`src/drcl_pkg.sv`:
```
// Package for the dual-channel receive configuration latch bank.
// Assumes a single 20 MHz clock domain; all users reference items as drcl_pkg::name.
package drcl_pkg;

  localparam int ADDR_W = 3;
  localparam int DATA_W = 7;

  // Bank addresses
  localparam logic [2:0] ADDR_A_CLOCK = 3'h0;
  localparam logic [2:0] ADDR_A_DETECT = 3'h1;
  localparam logic [2:0] ADDR_A_DYN = 3'h2;
  localparam logic [2:0] ADDR_B_CLOCK = 3'h5;
  localparam logic [2:0] ADDR_B_DETECT = 3'h6;
  localparam logic [2:0] ADDR_B_DYN = 3'h7;

  // Static clock bank field
  localparam int CLK_RATE_BIT = 0;
  // Static detect bank fields
  localparam int SEC_DET_HI = 6;
  localparam int SEC_DET_LO = 5;
  localparam int PRI_DET_HI = 4;
  localparam int PRI_DET_LO = 3;
  localparam int TRG_DBL_BIT = 0;
  // Dynamic bank fields
  localparam int TEST_HI_BIT = 6;
  localparam int PWR_BIT = 5;
  localparam int TEST_LO_BIT = 4;
  localparam int SEC_DRV_BIT = 2;
  localparam int PRI_DRV_BIT = 1;

  // Detector level codes
  localparam logic [1:0] DET_OFF = 2'h0;
  localparam logic [1:0] DET_140MV = 2'h1;
  localparam logic [1:0] DET_280MV = 2'h2;
  localparam logic [1:0] DET_420MV = 2'h3;

  // Test mode codes
  localparam logic [1:0] TEST_VIDEO = 2'h1;
  localparam logic [1:0] TEST_SELF = 2'h2;

  // Reset values
  localparam logic RST_CLK_RATE = 1'h1;
  localparam logic [1:0] RST_DET = DET_280MV;
  localparam logic RST_TRG_DBL = 1'h0;
  localparam logic RST_PWR = 1'h0;
  localparam logic [1:0] RST_TEST = 2'h3;
  localparam logic RST_DRV = 1'h0;

  typedef struct packed {
    logic rx_clock_rate_sel;
    logic [1:0] secondary_detect_level;
    logic [1:0] primary_detect_level;
    logic training_clock_double;
    logic rx_channel_power_on;
    logic [1:0] rx_test_mode_sel;
    logic reclock_secondary_drive_en;
    logic reclock_primary_drive_en;
  } drcl_chan_cfg_t;

  typedef struct packed {
    logic rx_clock_half_rate;
    logic [1:0] primary_detect_level;
    logic [1:0] secondary_detect_level;
    logic training_clock_double;
    logic rx_channel_power_on;
    logic self_test_en;
    logic video_rx_en;
    logic test_mode_invalid;
    logic reclock_primary_drive_en;
    logic reclock_secondary_drive_en;
    logic reclock_logic_power_on;
  } drcl_chan_ctrl_t;

endpackage

```
`src/drcl_chan_decode.sv`:
```
// Turns one channel's stored fields into control levels for the analog side.
// Purely combinational; its caller registers the results.
`timescale 1ns/1ns
module drcl_chan_decode (
  input drcl_pkg::drcl_chan_cfg_t cfg_in,
  output drcl_pkg::drcl_chan_ctrl_t ctrl_out
);

  always_comb begin
    ctrl_out.rx_clock_half_rate = cfg_in.rx_clock_rate_sel;
    ctrl_out.primary_detect_level = cfg_in.primary_detect_level;
    ctrl_out.secondary_detect_level = cfg_in.secondary_detect_level;
    ctrl_out.training_clock_double = cfg_in.training_clock_double;
    ctrl_out.rx_channel_power_on = cfg_in.rx_channel_power_on;
    ctrl_out.video_rx_en = (cfg_in.rx_test_mode_sel == drcl_pkg::TEST_VIDEO);
    ctrl_out.self_test_en = (cfg_in.rx_test_mode_sel == drcl_pkg::TEST_SELF);
    // Invalid codes select neither mode
    ctrl_out.test_mode_invalid = !(ctrl_out.video_rx_en || ctrl_out.self_test_en);
    ctrl_out.reclock_primary_drive_en = cfg_in.reclock_primary_drive_en;
    ctrl_out.reclock_secondary_drive_en = cfg_in.reclock_secondary_drive_en;
    ctrl_out.reclock_logic_power_on = cfg_in.reclock_primary_drive_en ||
      cfg_in.reclock_secondary_drive_en;
  end

endmodule

```
`src/drcl_chan_latch.sv`:
```
// One channel's three configuration banks.
// Assumes write strobe, address and data are already synchronised to clock_in.
`timescale 1ns/1ns
module drcl_chan_latch (
  input wire logic clock_in,
  input wire logic reset_in,
  input wire logic write_in,
  input wire logic [2:0] bank_sel_in,
  input wire logic [6:0] data_in,
  output drcl_pkg::drcl_chan_cfg_t cfg_out
);

  drcl_pkg::drcl_chan_cfg_t cfg_reg;

  assign cfg_out = cfg_reg;

  ////////////////////////////////////////////////////////////////////////////
  // bank_sel_in is one-hot: clock, detect, dynamic
  always_ff @(posedge clock_in) begin
    if (reset_in) begin
      cfg_reg.rx_clock_rate_sel <= drcl_pkg::RST_CLK_RATE;
      cfg_reg.secondary_detect_level <= drcl_pkg::RST_DET;
      cfg_reg.primary_detect_level <= drcl_pkg::RST_DET;
      cfg_reg.training_clock_double <= drcl_pkg::RST_TRG_DBL;
      cfg_reg.rx_channel_power_on <= drcl_pkg::RST_PWR;
      cfg_reg.rx_test_mode_sel <= drcl_pkg::RST_TEST;
      cfg_reg.reclock_secondary_drive_en <= drcl_pkg::RST_DRV;
      cfg_reg.reclock_primary_drive_en <= drcl_pkg::RST_DRV;
    end else if (write_in) begin
      // Fixed and don't-care positions are not stored
      if (bank_sel_in[0]) begin
        cfg_reg.rx_clock_rate_sel <= data_in[drcl_pkg::CLK_RATE_BIT];
      end
      if (bank_sel_in[1]) begin
        cfg_reg.secondary_detect_level <=
          data_in[drcl_pkg::SEC_DET_HI:drcl_pkg::SEC_DET_LO];
        cfg_reg.primary_detect_level <=
          data_in[drcl_pkg::PRI_DET_HI:drcl_pkg::PRI_DET_LO];
        cfg_reg.training_clock_double <= data_in[drcl_pkg::TRG_DBL_BIT];
      end
      if (bank_sel_in[2]) begin
        cfg_reg.rx_test_mode_sel <=
          {data_in[drcl_pkg::TEST_HI_BIT], data_in[drcl_pkg::TEST_LO_BIT]};
        cfg_reg.rx_channel_power_on <= data_in[drcl_pkg::PWR_BIT];
        cfg_reg.reclock_secondary_drive_en <= data_in[drcl_pkg::SEC_DRV_BIT];
        cfg_reg.reclock_primary_drive_en <= data_in[drcl_pkg::PRI_DRV_BIT];
      end
    end
  end

endmodule

```
`src/drcl_top.sv`:
```
// Top of the two-channel configuration latch bank.
// Host pins come from outside the clock domain and are synchronised here.
`timescale 1ns/1ns

// Operation
// - Clock-rate select 1 (reset value) gives half-rate complementary receive clocks.
// - Clock-rate select 0 gives full-rate complementary receive clocks.
// - Primary detect level: 00 off, 01/10/11 are 140/280/420 mV; reset 10.
// - Secondary detect level uses same codes and reset 10.
// - Training-clock double bit, reset 0, multiplies training clock by two.
// - Receive power bit, reset 0, powers receive loop down at 0.
// - Test mode 01 video, 10 self-test, 00/11 invalid, reset 11.
// - Secondary driver enable, reset 0, powers driver down when 0.
// - Primary driver enable, reset 0, powers driver down when 0.
// - Both driver enables 0 powers down the channel reclocker logic.
// - Device reset clears every serial output driver enable.
// - Don't-care bit positions are ignored on write.
// - Addresses 0,1,2 are channel A banks; 5,6,7 channel B banks.
// - Detect bank: 6:5 secondary level, 4:3 primary level, 0 training double.
// - Strobe low captures 7-bit data into addressed write-only bank.
module drcl_top (
  input wire logic clock_in,
  input wire logic reset_in,
  input wire logic config_write_strobe_n_in,
  input wire logic [2:0] config_addr_in,
  input wire logic [6:0] config_data_in,
  output drcl_pkg::drcl_chan_ctrl_t chan_a_ctrl_out,
  output drcl_pkg::drcl_chan_ctrl_t chan_b_ctrl_out
);

  ////////////////////////////////////////////////////////////////////////////
  // Two-flop synchronisers on host pins
  logic strobe_n_meta_reg;
  logic strobe_n_sync_reg;
  logic [2:0] addr_meta_reg;
  logic [2:0] addr_sync_reg;
  logic [6:0] data_meta_reg;
  logic [6:0] data_sync_reg;

  always_ff @(posedge clock_in) begin
    if (reset_in) begin
      strobe_n_meta_reg <= 1'h1;
      strobe_n_sync_reg <= 1'h1;
      addr_meta_reg <= 3'h0;
      addr_sync_reg <= 3'h0;
      data_meta_reg <= 7'h00;
      data_sync_reg <= 7'h00;
    end else begin
      strobe_n_meta_reg <= config_write_strobe_n_in;
      strobe_n_sync_reg <= strobe_n_meta_reg;
      addr_meta_reg <= config_addr_in;
      addr_sync_reg <= addr_meta_reg;
      data_meta_reg <= config_data_in;
      data_sync_reg <= data_meta_reg;
    end
  end

  ////////////////////////////////////////////////////////////////////////////
  // Address decode; level-sensitive capture while strobe is low
  logic write_en;
  logic [2:0] bank_sel_a;
  logic [2:0] bank_sel_b;

  assign write_en = !strobe_n_sync_reg;

  always_comb begin
    bank_sel_a = 3'h0;
    bank_sel_b = 3'h0;
    unique case (addr_sync_reg)
      drcl_pkg::ADDR_A_CLOCK: bank_sel_a = 3'h1;
      drcl_pkg::ADDR_A_DETECT: bank_sel_a = 3'h2;
      drcl_pkg::ADDR_A_DYN: bank_sel_a = 3'h4;
      drcl_pkg::ADDR_B_CLOCK: bank_sel_b = 3'h1;
      drcl_pkg::ADDR_B_DETECT: bank_sel_b = 3'h2;
      drcl_pkg::ADDR_B_DYN: bank_sel_b = 3'h4;
      default: begin
        bank_sel_a = 3'h0;
        bank_sel_b = 3'h0;
      end
    endcase
  end

  ////////////////////////////////////////////////////////////////////////////
  // Channel banks and decode
  drcl_pkg::drcl_chan_cfg_t cfg_a;
  drcl_pkg::drcl_chan_cfg_t cfg_b;
  drcl_pkg::drcl_chan_ctrl_t ctrl_a_next;
  drcl_pkg::drcl_chan_ctrl_t ctrl_b_next;
  drcl_pkg::drcl_chan_ctrl_t ctrl_a_reg;
  drcl_pkg::drcl_chan_ctrl_t ctrl_b_reg;

  drcl_chan_latch u_latch_a (
    .clock_in(clock_in),
    .reset_in(reset_in),
    .write_in(write_en),
    .bank_sel_in(bank_sel_a),
    .data_in(data_sync_reg),
    .cfg_out(cfg_a)
  );

  drcl_chan_latch u_latch_b (
    .clock_in(clock_in),
    .reset_in(reset_in),
    .write_in(write_en),
    .bank_sel_in(bank_sel_b),
    .data_in(data_sync_reg),
    .cfg_out(cfg_b)
  );

  drcl_chan_decode u_dec_a (
    .cfg_in(cfg_a),
    .ctrl_out(ctrl_a_next)
  );

  drcl_chan_decode u_dec_b (
    .cfg_in(cfg_b),
    .ctrl_out(ctrl_b_next)
  );

  ////////////////////////////////////////////////////////////////////////////
  // Registered outputs; reset forces drivers off at once
  always_ff @(posedge clock_in) begin
    if (reset_in) begin
      ctrl_a_reg <= '0;
      ctrl_b_reg <= '0;
      ctrl_a_reg.rx_clock_half_rate <= drcl_pkg::RST_CLK_RATE;
      ctrl_b_reg.rx_clock_half_rate <= drcl_pkg::RST_CLK_RATE;
      ctrl_a_reg.primary_detect_level <= drcl_pkg::RST_DET;
      ctrl_b_reg.primary_detect_level <= drcl_pkg::RST_DET;
      ctrl_a_reg.secondary_detect_level <= drcl_pkg::RST_DET;
      ctrl_b_reg.secondary_detect_level <= drcl_pkg::RST_DET;
      ctrl_a_reg.test_mode_invalid <= 1'h1;
      ctrl_b_reg.test_mode_invalid <= 1'h1;
    end else begin
      ctrl_a_reg <= ctrl_a_next;
      ctrl_b_reg <= ctrl_b_next;
    end
  end

  assign chan_a_ctrl_out = ctrl_a_reg;
  assign chan_b_ctrl_out = ctrl_b_reg;

endmodule

```
`config.mk`:
```
export PLATFORM = sky130hd
export DESIGN_NAME = drcl_top
export DESIGN_NICKNAME = d
export VERILOG_FILES = /design/src/drcl_pkg.sv /design/src/drcl_chan_decode.sv /design/src/drcl_chan_latch.sv /design/src/drcl_top.sv
export SDC_FILE = /design/constraint.sdc
export NUM_CORES = 1
export LEC_CHECK = 0
export BUFFER_PORTS_ARGS = -buffer_cell sky130_fd_sc_hd__buf_2
export CORE_AREA = 8 8 94 96
export CTS_CLUSTER_DIAMETER = 150
export CTS_CLUSTER_SIZE = 24
export DETAILED_ROUTE_END_ITERATION = 8
export DIE_AREA = 0 0 102 104
export PLACE_DENSITY = 0.6
export SETUP_SLACK_MARGIN = 0.1
export SLEW_MARGIN = 0
export SYNTH_ARGS = -nofsm -noshare
export SYNTH_HDL_FRONTEND = slang
export SYNTH_HIERARCHICAL = 1
export SYNTH_SLANG_ARGS = --single-unit
```
`constraint.sdc`:
```
create_clock -name clock_in -period 1.7 [get_ports clock_in]
set_input_delay 0.255 -clock clock_in [delete_from_list [all_inputs] [get_ports clock_in]]
set_output_delay 0.255 -clock clock_in [all_outputs]
set_load 0.02 [all_outputs]
```
# [Word-level counts from Yosys, hierarchy flattened]
# Cells that the tools add are included.
[word_totals] reg_bits=70 in_bits=13 out_inout_bits=26 word_cells=69
[classes] n_eq_ne=9 mux=2 n_bitwise=1 n_reduce_logical=13
[ops] operator="one-hot mux 3 bit (3 select lines)" count=2
[ops] operator="AND reduction 2 bit" count=6
[ops] operator="equality test 3 bit (second input constant)" count=3
[ops] operator="equality test 2 x 1 -> 1 bit (second input constant)" count=2
[ops] operator="equality test 2 bit (second input constant)" count=2
[ops] operator="logical OR 1 bit" count=4
[ops] operator="equality test 3 x 1 -> 1 bit (second input constant)" count=1
[ops] operator="equality test 3 x 2 -> 1 bit (second input constant)" count=1
[ops] operator="zero test 3 bit" count=1
[ops] operator="zero test 1 bit" count=2
[ops] operator="NOT 1 bit" count=1

# [Longest topological paths before layout]
# Gate-level depths: netlist of run 1.
[logic_depth] ltp_word=3 mapped_depth=4 depth_no_buf=3

# [By module]
# Netlist of run 1, hierarchy kept.
[modules_own_cells] mod="drcl_top" instances=1 cells_per_inst=108 area_per_inst_um2=1346.3
[modules_own_cells] mod="drcl_chan_latch" instances=2 cells_per_inst=44 area_per_inst_um2=455.4
[modules_own_cells] mod="drcl_chan_decode" instances=2 cells_per_inst=14 area_per_inst_um2=106.4

# [Worst setup path before layout of run 1]
# OpenSTA, ideal clock, no wires.
[synth_timing] path_kind="flip-flop to flip-flop" from="register addr_sync_reg[0]" to="register u_latch_a.cfg_reg, in the netlist u_latch_a/cfg_out[8]" setup_time_ns=0.072 arrival_time_ns=1.245 required_time_ns=1.628 slack_ns=0.384 stages_incl_launch_ff=4 period_less_slack_ns=1.316 cell_sequence="dfxtp_1 > nor3b_1 > and2_2 > mux2i_1"
[synth_between] elab_chain_len=3
[synth_rtl] item="start, declared" line="drcl_top.sv:36" rtl="logic [2:0] addr_sync_reg;"
[synth_rtl] item="start signal, assigned" line="drcl_top.sv:52" rtl="addr_sync_reg <= addr_meta_reg;"
[synth_rtl] item="equality test 3 x 2 -> 1 bit (tied with other cells)" line="drcl_top.sv:69" rtl="unique case (addr_sync_reg)"
[synth_rtl] item="one-hot mux 3 bit (3 select lines) *" line="drcl_top.sv:69"
[synth_rtl] item="net bank_sel_a[1]" line="drcl_top.sv:61" rtl="logic [2:0] bank_sel_a;"
[synth_rtl] item="AND reduction 2 bit (no line) *"
[synth_rtl] item="end, declared" line="drcl_chan_latch.sv:13" rtl="drcl_pkg::drcl_chan_cfg_t cfg_reg;"
# The timed path passes the listed nets; every way through them passes the cells marked *.
# A chain may end at the register's enable or synchronous reset.

# [Worst setup path in the final report of run 1]
[layout_timing] from="register strobe_n_sync_reg" to="register u_latch_a.cfg_reg, in the netlist u_latch_a/cfg_out[8]"
[layout_between] elab_chain_len=2
[layout_rtl] item="start, declared" line="drcl_top.sv:34" rtl="logic strobe_n_sync_reg;"
[layout_rtl] item="start signal, assigned" line="drcl_top.sv:50" rtl="strobe_n_sync_reg <= strobe_n_meta_reg;"
[layout_rtl] item="NOT 1 bit (no line)"
[layout_rtl] item="AND reduction 2 bit (no line)"
# No other way between the ends.

==> results of run 1 <==
## path summary, 6_finish.rpt
| check | startpoint | cells after the start | slack [ns] | endpoint |
|---|---|---|---|---|
| max | strobe_n_sync_reg | 3 | 0.30 | u_latch_a/cfg_out[8] |
| min | config_write_strobe_n_in | 2 | 0.09 | strobe_n_meta_reg |
| max reg2reg | strobe_n_sync_reg | 3 | 0.30 | u_latch_a/cfg_out[8] |
| min reg2reg | strobe_n_meta_reg | 1 | 0.41 | strobe_n_sync_reg |
## through the flow
step / hold slack [ns] / utilization / std cells / area [µm²]
after detailed placement: 0.3932 / 0.3528 / 342 / 2628
final: 0.08774 / 0.3795 / 358 / 2826
after global placement: 0.3947 / 0.3528 / 342 / 2628
after floorplan: 0.3521 / - / 224 / 2470
after global routing: 0.06755 / 0.3795 / 358 / 2826
after CTS: 0.07660 / 0.3795 / 358 / 2826
## kinds of logic (layout without fill, tap and decap cells)
kind of cell,Yosys count,after routing
mux,4,4
simple gates,78,78
compound gates,36,36
flops,70,70
fa+ha+maj,4,4
buf+inv,32,64
## critical path: cells and delay by family, from the launching register on
family	cells	cell delay, ns
buffers and inverters	1	0.53
DFF	1	0.31
muxes	1	0.18
and+or+nand+nor	1	0.31
## synthesized netlist by cell type (3+ instances only)
master	count	area [µm²]
inv_1	5	18.77
mux2i_1	4	40.04
buf_4	20	150.1
nand2b_1	6	37.54
buf_2	3	15.01
nor2_1	4	15.01
nor2b_1	38	237.7
dfxtp_1	70	1401
a21oi_2	4	35.03
a211oi_1	8	60.06
ha_1	4	50.05
buf_6	4	45.04
and2_2	4	30.03
nand3_1	8	40.04
or2_1	12	75.07
a21oi_1	12	60.06
a21bo_1	4	40.04
a21bo_2	4	40.04
## metal layers
| layer | global-route usage | part of all wire |
|---|---|---|
| met1 | 0.09581 | 0.47 |
| met5 | 0 | 0 |
| met4 | 0.05352 | 0.024 |
| met2 | 0.1124 | 0.43 |
| met3 | 0.04284 | 0.076 |
## power groups by stage
stage	combinational [mW]	sequential (mW)	clock, mW
4_1_cts	0.100	1.68	1.36
3_3_place_gp	0.0983	1.72	0
2_1_floorplan	0.0728	1.72	0
5_1_grt	0.111	1.68	1.44
6_report	0.0981	1.68	1.31
3_5_place_dp	0.0998	1.72	0
## cell type report
cell class	instances	area (µm²)
Multi-Input combinational cell	122	839.6
Fill cell	784	4621
Tap cell	102	127.6
Sequential cell	70	1401
Inverter	5	18.77
Clock inverter	6	61.31
Clock buffer	10	137.6
Timing Repair Buffer	43	240.2
==> key figures, run 1 <==
Yosys
  • Warnings, synthesis: 6
  • Simple-gate area share of the yosys netlist: 0.1940
  • Ys async rst share: 0
  • Mapped Area: approximately 2500 µm²
  • Number of flops mapped to enable cells by yosys: 0
  • Sequential area share after synthesis: 0.5674
  • Area share of fa/ha/maj cells after synthesis: 0.02026
  • Compound-cell area share of the yosys netlist: 0.1094
  • Post-Synth XOR/XNOR Area: 0
  • Ys flop type: dfxtp_1
  • Mapped Nets: 241
  • Yosys cell types: 24
  • Main combinational cell family by area after synthesis: simple AND/OR/NAND/NOR gates
  • Mapped Cells: 224
  • Flops & latches, synth: 70
  • Syn_area_per_cell: 11.03 µm²
  • Multiplexer share of the synthesized area: 0.01621

Pwr
  • Total Power: around 3.1 mW
  • Clock share of power: 0.424
  • Pint: 2.422 mW
  • Worst VDD drop: 0.4443 mV
  • Part of the power in registers: 0.544
  • PD cells: about 1100 nW/µm²
  • P_leak: 1.180 nW
  • Logic gate share of total power: 0.032
  • Switching pwr: 667.6 µW
  • Sw Share: 0.2161

Clock tree
  • Post_cts resized: 0
  • Total setup buffers inserted after CTS: 0
  • Clock tree root buffer cell: clkbuf_8
  • Worst-path clk slew: 0.08 ns
  • CTS Buf Count: 9
  • CTS tree: yes
  • Max clock buf depth: 2
  • Depth of the CTS H-tree: 3
  • Clk_lat worst skew: around 0.34 ns
  • CTS sink cnt: 70
  • Hold Buf Count CTS: 0

Cells and area
  • Share of cells above drive strength 1: 0.2773
  • Commonest non-fill, non-tap cell in the layout: dfxtp_1
  • Area grow syn2layout: 14.44%
  • Commonest cells after routing, fill and taps aside: dfxtp_1, nor2b_1, buf_2
  • Layout Nets: 268
  • Diodes inserted: 0

Die
  • Row cnt: 32
  • Die height: 104 µm
  • Die W: 102 µm
  • Starting density of the core: 0.3317
  • # IOs: 39
  • CORE AREA: between 7000 and 8000 µm²
  • Die ar.: 10610 µm²

Placed design
  • Pre-CTS setup slack: 0.3176 ns
  • Port bufs: 38
  • GPL Wtd Cong: about 0.7
  • Dpl hpwl: 2594 µm

Run
  • Max cap viols: 0

Global routing
  • Tot GR Track Use: 0.08178
  • First-pass GRT wire length: 6610 µm
  • Initial antenna violation count: 0
  • Largest net degree at the start of global routing: between 70 and 80
  • Aggregate global routing overflow: 0
  • Vias in the first global route: 1440

Detailed routing
  • Vias: 1467
  • Pre-antenna DRT Iters: 4
  • Final ANT Viol Nets: 0
  • Post-DR vias/cell: 4.098
  • Residual DRC count: 0
  • Detailed Route Iter0 Violations: 70
  • Drt wl/cell: 10.94 µm
  • Drt total wl: 3917 µm

Critical path
  • Top fanout value on the critical path: 27
  • Critical path endpoint category: register
  • WP data arrival: 1.67 ns
  • Setup Crit Path Kind: reg -> reg
  • Worst setup SP type: register
  • Crit-path slowest cell: inv_1
  • Cells along the critical path: inv_1 > and2_2 > mux2i_1
  • Max stage delay on crit path: 0.53 ns
  • Required time worst endpoint: 1.97 ns

STA
  • Setup-failing EPs final: 0
  • Unrepaired setup endpoints after global routing: false
  • Clock Skews: 0.008371 ns
  • Fin crit period: 1.402 ns
  • Worst-Margin Slew: 0.7254 ns
  • Setup ws final: 0.2978 ns
  • Slew HR: 0.5159
  • Period utilisation layout: 0.8248
  • Slew Limit Fails: 0
  • Fmax: 0.7132 GHz
  • Fin. Hold Viols: 0
  • TNS Setup: 0 ns

Min path
  • Worst Hold Class: in -> reg

Status
  • Status: completed
Power figures use the tool's default switching activity.
==> run 2, diff against run 1 <==
--- a/config.mk
+++ b/config.mk
@@ -11,7 +11,7 @@
 export CTS_CLUSTER_SIZE = 24
 export DETAILED_ROUTE_END_ITERATION = 8
 export DIE_AREA = 0 0 102 104
-export PLACE_DENSITY = 0.6
+export PLACE_DENSITY = 0.62
 export SETUP_SLACK_MARGIN = 0.1
 export SLEW_MARGIN = 0
 export SYNTH_ARGS = -nofsm -noshare
==> constraint.sdc (replaced) <==
create_clock -name clock_in -period 1.18 [get_ports clock_in]
set_input_delay 0.177 -clock clock_in [delete_from_list [all_inputs] [get_ports clock_in]]
set_output_delay 0.177 -clock clock_in [all_outputs]
set_load 0.02 [all_outputs]
==> run 2 against run 1 <==
- sequential power up 44%
- worst setup slack worse by 0.26 ns
- via count down 0.89%
- hold slack worse by 0.047 ns
- critical path depth unchanged
- global-route usage down 0.080 points
- final cell count up 1.7%
- critical path type unchanged
- critical endpoint is now u_latch_b/cfg_out[8]
- design area up 5.5%
- register-to-register slack worse by 0.26 ns
- die area unchanged
- flip-flop and latch count unchanged
- combinational power up 76%
==> key figures, run 2 (synthesis gave the netlist of run 1 again) <==
Status
  • Status: completed (unchanged)

Clock tree
  • CTS sink cnt: 70 (unchanged)
  • CTS tree: yes (unchanged)
  • Worst-path clk slew: 0.07 ns (was 0.08 ns)
  • Depth of the CTS H-tree: 3 (unchanged)
  • Clk_lat worst skew: 0.34 ns (about the same)
  • CTS Buf Count: 9 (unchanged)
  • Clock tree root buffer cell: clkbuf_8 (unchanged)
  • Max clock buf depth: 2 (unchanged)

STA
  • Fmax: 0.8726 GHz (was 0.7132 GHz)
  • Worst-Margin Slew: 0.2816 ns (was 0.7254 ns)
  • Period utilisation layout: 0.9712 (was 0.8248)
  • Slew Limit Fails: 0 (unchanged)
  • Clock Skews: 0.005544 ns (was 0.008371 ns)
  • Unrepaired setup endpoints after global routing: true (was false)
  • Fin. Hold Viols: 0 (unchanged)
  • TNS Setup: 0 ns (unchanged)
  • Setup-failing EPs final: 0 (unchanged)
  • Slew HR: 0.8108 (was 0.5159)
  • Fin crit period: 1.146 ns (was 1.402 ns)

Cells and area
  • Commonest non-fill, non-tap cell in the layout: dfxtp_1 (unchanged)
  • Commonest cells after routing, fill and taps aside: dfxtp_1, nor2b_1, buf_2 (unchanged)
  • Area grow syn2layout: 20.77% (was 14.44%)
  • Diodes inserted: 0 (unchanged)
  • Area of the multi-input gates: 947.2 µm² (was 839.6 µm²)
  • Share of cells above drive strength 1: 0.3740 (was 0.2773)
  • Final instance area: 2983 µm² (was 2826 µm²)
  • Layout Nets: 274 (was 268)
  • Final core occ: 0.4005 (was 0.3795)
  • Seq. cell area: 1414 µm² (was 1401 µm²)
  • Filler Cell Count: 777 (was 784)

Placed design
  • Post-Place Cell Area: 2674 µm² (was 2628 µm²)
  • Dpl hpwl: 2745 µm (was 2594 µm)
  • Port bufs: 38 (unchanged)
  • GPL Wtd Cong: 0.7031 (was 0.7039)

Pwr
  • P_leak: 1.214 nW (was 1.180 nW)
  • Worst VDD drop: 0.8357 mV (was 0.4443 mV)
  • Total Power: 4.230 mW (was 3.089 mW)
  • PD cells: 1418 nW/µm² (was 1093 nW/µm²)

Detailed routing
  • Detailed Route Iter0 Violations: 51 (was 70)
  • Drt wl/cell: 11.21 µm (was 10.94 µm)
  • Drt total wl: 4082 µm (was 3917 µm)
  • Post-DR vias/cell: 3.995 (was 4.098)
  • Residual DRC count: 0 (unchanged)
  • Vias: 1454 (was 1467)
  • Final ANT Viol Nets: 0 (unchanged)
  • Pre-antenna DRT Iters: 4 (unchanged)

Die
  • Die height: 104 µm (unchanged)
  • Die W: 102 µm (unchanged)
  • # IOs: 39 (unchanged)
  • Starting density of the core: 0.3317 (unchanged)
  • CORE AREA: 7447 µm² (unchanged)
  • Row cnt: 32 (unchanged)
  • Die ar.: 10610 µm² (unchanged)

Run
  • Max cap viols: 0 (unchanged)

Min path
  • Worst Hold Class: in -> reg (unchanged)

Global routing
  • Vias in the first global route: 1384 (was 1440)
  • Tot GR Track Use: 0.08098 (was 0.08178)
  • Aggregate global routing overflow: 0 (unchanged)
  • Largest net degree at the start of global routing: 49 (was 77)
  • Initial antenna violation count: 0 (unchanged)
  • First-pass GRT wire length: 6520 µm (was 6610 µm)

Critical path
  • Required time worst endpoint: 1.45 ns (was 1.97 ns)
  • Critical path endpoint category: register (unchanged)
  • Reg-to-reg slack, setup: 0.03 ns (was 0.30 ns)
  • Worst setup SP type: register (unchanged)
  • Top fanout value on the critical path: 6 (was 27)
  • WP data arrival: 1.42 ns (was 1.67 ns)
  • Setup Crit Path Kind: reg -> reg (unchanged)
[run 2: cell count changes in the layout (fill, tap and decap cells not counted), moves of 3 or more]
cell	change
and2_2	-3
a21oi_1	-3
dfxtp_4	+3
a21oi_2	+3
nand3_1	-4
dfxtp_1	-4
nand3_2	+4
and2_4	+3
a211oi_1	-8
a211oi_2	+8
[run 2: power breakdown]
group / internal, mW / switching, mW / total (mW)
combinational: 0.0804 / 0.0922 / 0.173
clock: 0.810 / 0.826 / 1.64
sequential: 2.40 / 0.0221 / 2.42
total: 3.29 / 0.940 / 4.23
[run 2: path summary, 6_finish.rpt]
kind                            cells after the start               from                   end
worst max-delay path                                3   addr_sync_reg[0]  u_latch_b/cfg_out[8]
worst min-delay path                                2  config_data_in[3]      data_meta_reg[3]
worst max register to register                      3   addr_sync_reg[0]  u_latch_b/cfg_out[8]
worst min register to register                      1  strobe_n_meta_reg     strobe_n_sync_reg
[run 2: final cells by class]
| class | count | area share |
|---|---|---|
| inverter | 5 | 0.006292 |
| timing repair buffer | 49 | 0.1032 |
| tap | 102 | 0.04279 |
| clock buffer | 12 | 0.04866 |
| multi-input combinational | 122 | 0.3175 |
| clock inverter | 4 | 0.007550 |
| sequential | 70 | 0.4740 |
[run 2: what timing repair did]
item                       CTS  global route
gates resized for setup      7            21
pin swaps                    2            13
hold endpoints to repair     1             0
setup buffers                2             2
hold buffers                 1             0
setup endpoints to repair   18            18
[run 2: worst max-delay path, stage by stage (launching register included)]
cell and delay (ns):
dfxtp_4 0.37, and3b_2 0.32, and2_4 0.20, mux2i_1 0.19
[run 2: per-stage QoR]
step	hold WS (ns)	instances	setup slack [ns]
final	0.04118	364	0.03400
after global routing	0.03101	364	-0.02037
after CTS	0.02115	362	0.05652
after detailed placement	0.3568	343	-0.02374
after global placement	0.3572	343	0.01112
after floorplan	0.2741	224	0.05537
[run 2: layer usage]
metal / share of wire / routed length [µm] / vias to the layer above / global-route usage
li1: - / - / 786 / -
met1: 0.47 / 1936 / 622 / 0.09628
met2: 0.44 / 1787 / 42 / 0.1087
met3: 0.079 / 323 / 4 / 0.04752
met4: 0.0083 / 34 / 0 / 0.04722
met5: 0 / 0 / - / 0
==> run 3, diff against run 2 <==
--- a/config.mk
+++ b/config.mk
@@ -7,11 +7,13 @@
 export LEC_CHECK = 0
 export BUFFER_PORTS_ARGS = -buffer_cell sky130_fd_sc_hd__buf_2
 export CORE_AREA = 8 8 94 96
+export CTS_BUF_LIST = sky130_fd_sc_hd__clkbuf_2 sky130_fd_sc_hd__clkbuf_4 sky130_fd_sc_hd__clkbuf_8
 export CTS_CLUSTER_DIAMETER = 150
 export CTS_CLUSTER_SIZE = 24
 export DETAILED_ROUTE_END_ITERATION = 8
 export DIE_AREA = 0 0 102 104
 export PLACE_DENSITY = 0.62
+export REMOVE_ABC_BUFFERS = 1
 export SETUP_SLACK_MARGIN = 0.1
 export SLEW_MARGIN = 0
 export SYNTH_ARGS = -nofsm -noshare
==> run 3 against run 2 <==
- clock skew is 0.0022 ns higher
- non-clock buffer count grew 2
- clock power increased by 10%
- routed wire length shrank 2.4%
- first-iteration DRC count is 76% higher
- hold slack lost 0.0010 ns
- total power is 3.9% higher
- critical endpoint is now u_latch_b/cfg_out[10]
==> key figures, run 3 (synthesis gave the netlist of run 1 again) <==
Critical path
  • WP data arrival: 1.36 ns (was 1.42 ns)
  • Worst setup SP type: register (unchanged)
  • Critical path endpoint category: register (unchanged)
  • Setup Crit Path Kind: reg -> reg (unchanged)
  • Required time worst endpoint: 1.41 ns (was 1.45 ns)
  • Top fanout value on the critical path: 5 (was 6)

Detailed routing
  • Pre-antenna DRT Iters: 4 (unchanged)
  • Drt total wl: 3982 µm (was 4082 µm)
  • Detailed Route Iter0 Violations: 90 (was 51)
  • Final ANT Viol Nets: 0 (unchanged)
  • Residual DRC count: 0 (unchanged)
  • Drt wl/cell: 10.91 µm (was 11.21 µm)
  • Post-DR vias/cell: 4.118 (was 3.995)
  • Vias: 1503 (was 1454)

Global routing
  • Vias in the first global route: 1532 (was 1384)
  • Tot GR Track Use: 0.08208 (was 0.08098)
  • Initial antenna violation count: 0 (unchanged)
  • First-pass GRT wire length: 6734 µm (was 6520 µm)
  • Met1 Resource Use GR: 0.08470 (was 0.09628)
  • Largest net degree at the start of global routing: 44 (was 49)
  • Aggregate global routing overflow: 0 (unchanged)
  • Met3 Usage GRT: 0.04886 (was 0.04752)
  • Layer with the highest usage: met2 (unchanged)
  • GR met2 Demand/Resource: 0.1277 (was 0.1087)

Cells and area
  • Layout Nets: 276 (was 274)
  • Final core occ: 0.3977 (was 0.4005)
  • Commonest non-fill, non-tap cell in the layout: dfxtp_1 (unchanged)
  • Commonest cells after routing, fill and taps aside: dfxtp_1, nor2b_1, buf_2 (unchanged)
  • Area grow syn2layout: 19.91% (was 20.77%)
  • Share of cells above drive strength 1: 0.3422 (was 0.3740)
  • Diodes inserted: 0 (unchanged)

Clock tree
  • Depth of the CTS H-tree: 3 (unchanged)
  • Clk_lat worst skew: 0.34 ns (about the same)
  • Clock tree root buffer cell: clkbuf_8 (unchanged)
  • Worst-path clk slew: 0.07 ns (about the same)
  • Max clock buf depth: 2 (unchanged)
  • CTS sink cnt: 70 (unchanged)
  • CTS Buf Count: 9 (unchanged)
  • CTS tree: yes (unchanged)

STA
  • Fin. Hold Viols: 0 (unchanged)
  • Clock Skews: 0.007779 ns (was 0.005544 ns)
  • Setup-failing EPs final: 0 (unchanged)
  • Unrepaired setup endpoints after global routing: true (unchanged)
  • Slew HR: 0.8279 (was 0.8108)
  • Worst-Margin Slew: 0.2566 ns (was 0.2816 ns)
  • Slew Limit Fails: 0 (unchanged)
  • Setup ws final: 0.04757 ns (was 0.03400 ns)
  • Fin crit period: 1.132 ns (was 1.146 ns)
  • Fmax: 0.8831 GHz (was 0.8726 GHz)
  • Period utilisation layout: 0.9597 (was 0.9712)

Placed design
  • Pre-CTS setup slack: -0.03411 ns (was -0.02374 ns)
  • Port bufs: 38 (unchanged)
  • GPL Wtd Cong: 0.7072 (was 0.7031)
  • Dpl hpwl: 2658 µm (was 2745 µm)

Die
  • Die height: 104 µm (unchanged)
  • Starting density of the core: 0.3317 (unchanged)
  • Die ar.: 10610 µm² (unchanged)
  • Row cnt: 32 (unchanged)
  • Die W: 102 µm (unchanged)
  • CORE AREA: 7447 µm² (unchanged)
  • # IOs: 39 (unchanged)

Pwr
  • Switching pwr: 906.9 µW (was 940.0 µW)
  • Pint: 3.488 mW (was 3.290 mW)
  • Sw Share: 0.2064 (was 0.2222)
  • Total Power: 4.395 mW (was 4.230 mW)
  • Worst VDD drop: 0.8271 mV (was 0.8357 mV)
  • PD cells: 1484 nW/µm² (was 1418 nW/µm²)
  • Logic gate share of total power: 0.038 (was 0.041)
  • Part of the power in registers: 0.551 (was 0.573)
  • Clock share of power: 0.411 (was 0.387)
  • P_leak: 1.242 nW (was 1.214 nW)

Min path
  • Worst Hold Class: in -> reg (unchanged)

Run
  • Max cap viols: 0 (unchanged)

Status
  • Status: completed (unchanged)
## run 3: metrics by stage
stage                     hold WS, ns  setup TNS [ns]  instance area, µm²  instances
after floorplan                0.2394          -1.029                2260        197
after global placement         0.3536               0                2683        346
after detailed placement       0.3590        -0.03411                2683        346
after CTS                     0.02045               0                2905        364
after global routing          0.02546        -0.01158                2962        365
final                         0.04017               0                2962        365
## run 3: power groups by stage
stage	sequential, mW	combinational [mW]	clock [mW]
3_5_place_dp	2.47	0.158	0
6_report	2.42	0.167	1.81
5_1_grt	2.42	0.186	1.97
4_1_cts	2.42	0.163	1.88
3_3_place_gp	2.47	0.156	0
2_1_floorplan	2.47	0.0578	0
## run 3: final timing paths
kind	startpoint	end	slack, ns	depth (start not counted)
worst max-delay path	addr_sync_reg[1]	u_latch_b/cfg_out[10]	0.05	4
worst min-delay path	config_addr_in[0]	addr_meta_reg[0]	0.04	2
worst max register to register	addr_sync_reg[1]	u_latch_b/cfg_out[10]	0.05	4
worst min register to register	strobe_n_meta_reg	strobe_n_sync_reg	0.40	1
## run 3: critical path, cell delays in order (launching register included)
cell	delay [ns]
dfxtp_2	0.35
buf_6	0.12
and3b_1	0.23
a21boi_1	0.07
a311o_1	0.26
## run 3: layout make-up
| class | count | area (µm²) |
|---|---|---|
| timing repair buffer | 51 | 335.3 |
| clock buffer | 10 | 137.6 |
| sequential | 70 | 1410 |
| tap | 102 | 127.6 |
| inverter | 5 | 18.77 |
| fill | 772 | 4486 |
| multi-input combinational | 122 | 882.1 |
| clock inverter | 5 | 50.05 |
## run 3: timing repair
| item | in CTS | in global routing |
|---|---|---|
| hold buffers | 1 | 0 |
| resized for setup | 6 | 12 |
| gates cloned | 0 | 0 |
| pin swaps | 1 | 4 |
| setup buffers | 2 | 1 |
| endpoints found under the hold margin | 1 | 0 |
| setup endpoints to repair | 17 | 21 |
## run 3: per-layer routing
layer / up-vias / routed length (µm)
met5: - / 0
met1: 676 / 1801
met4: 0 / 61
met3: 5 / 299
met2: 36 / 1819
li1: 786 / -
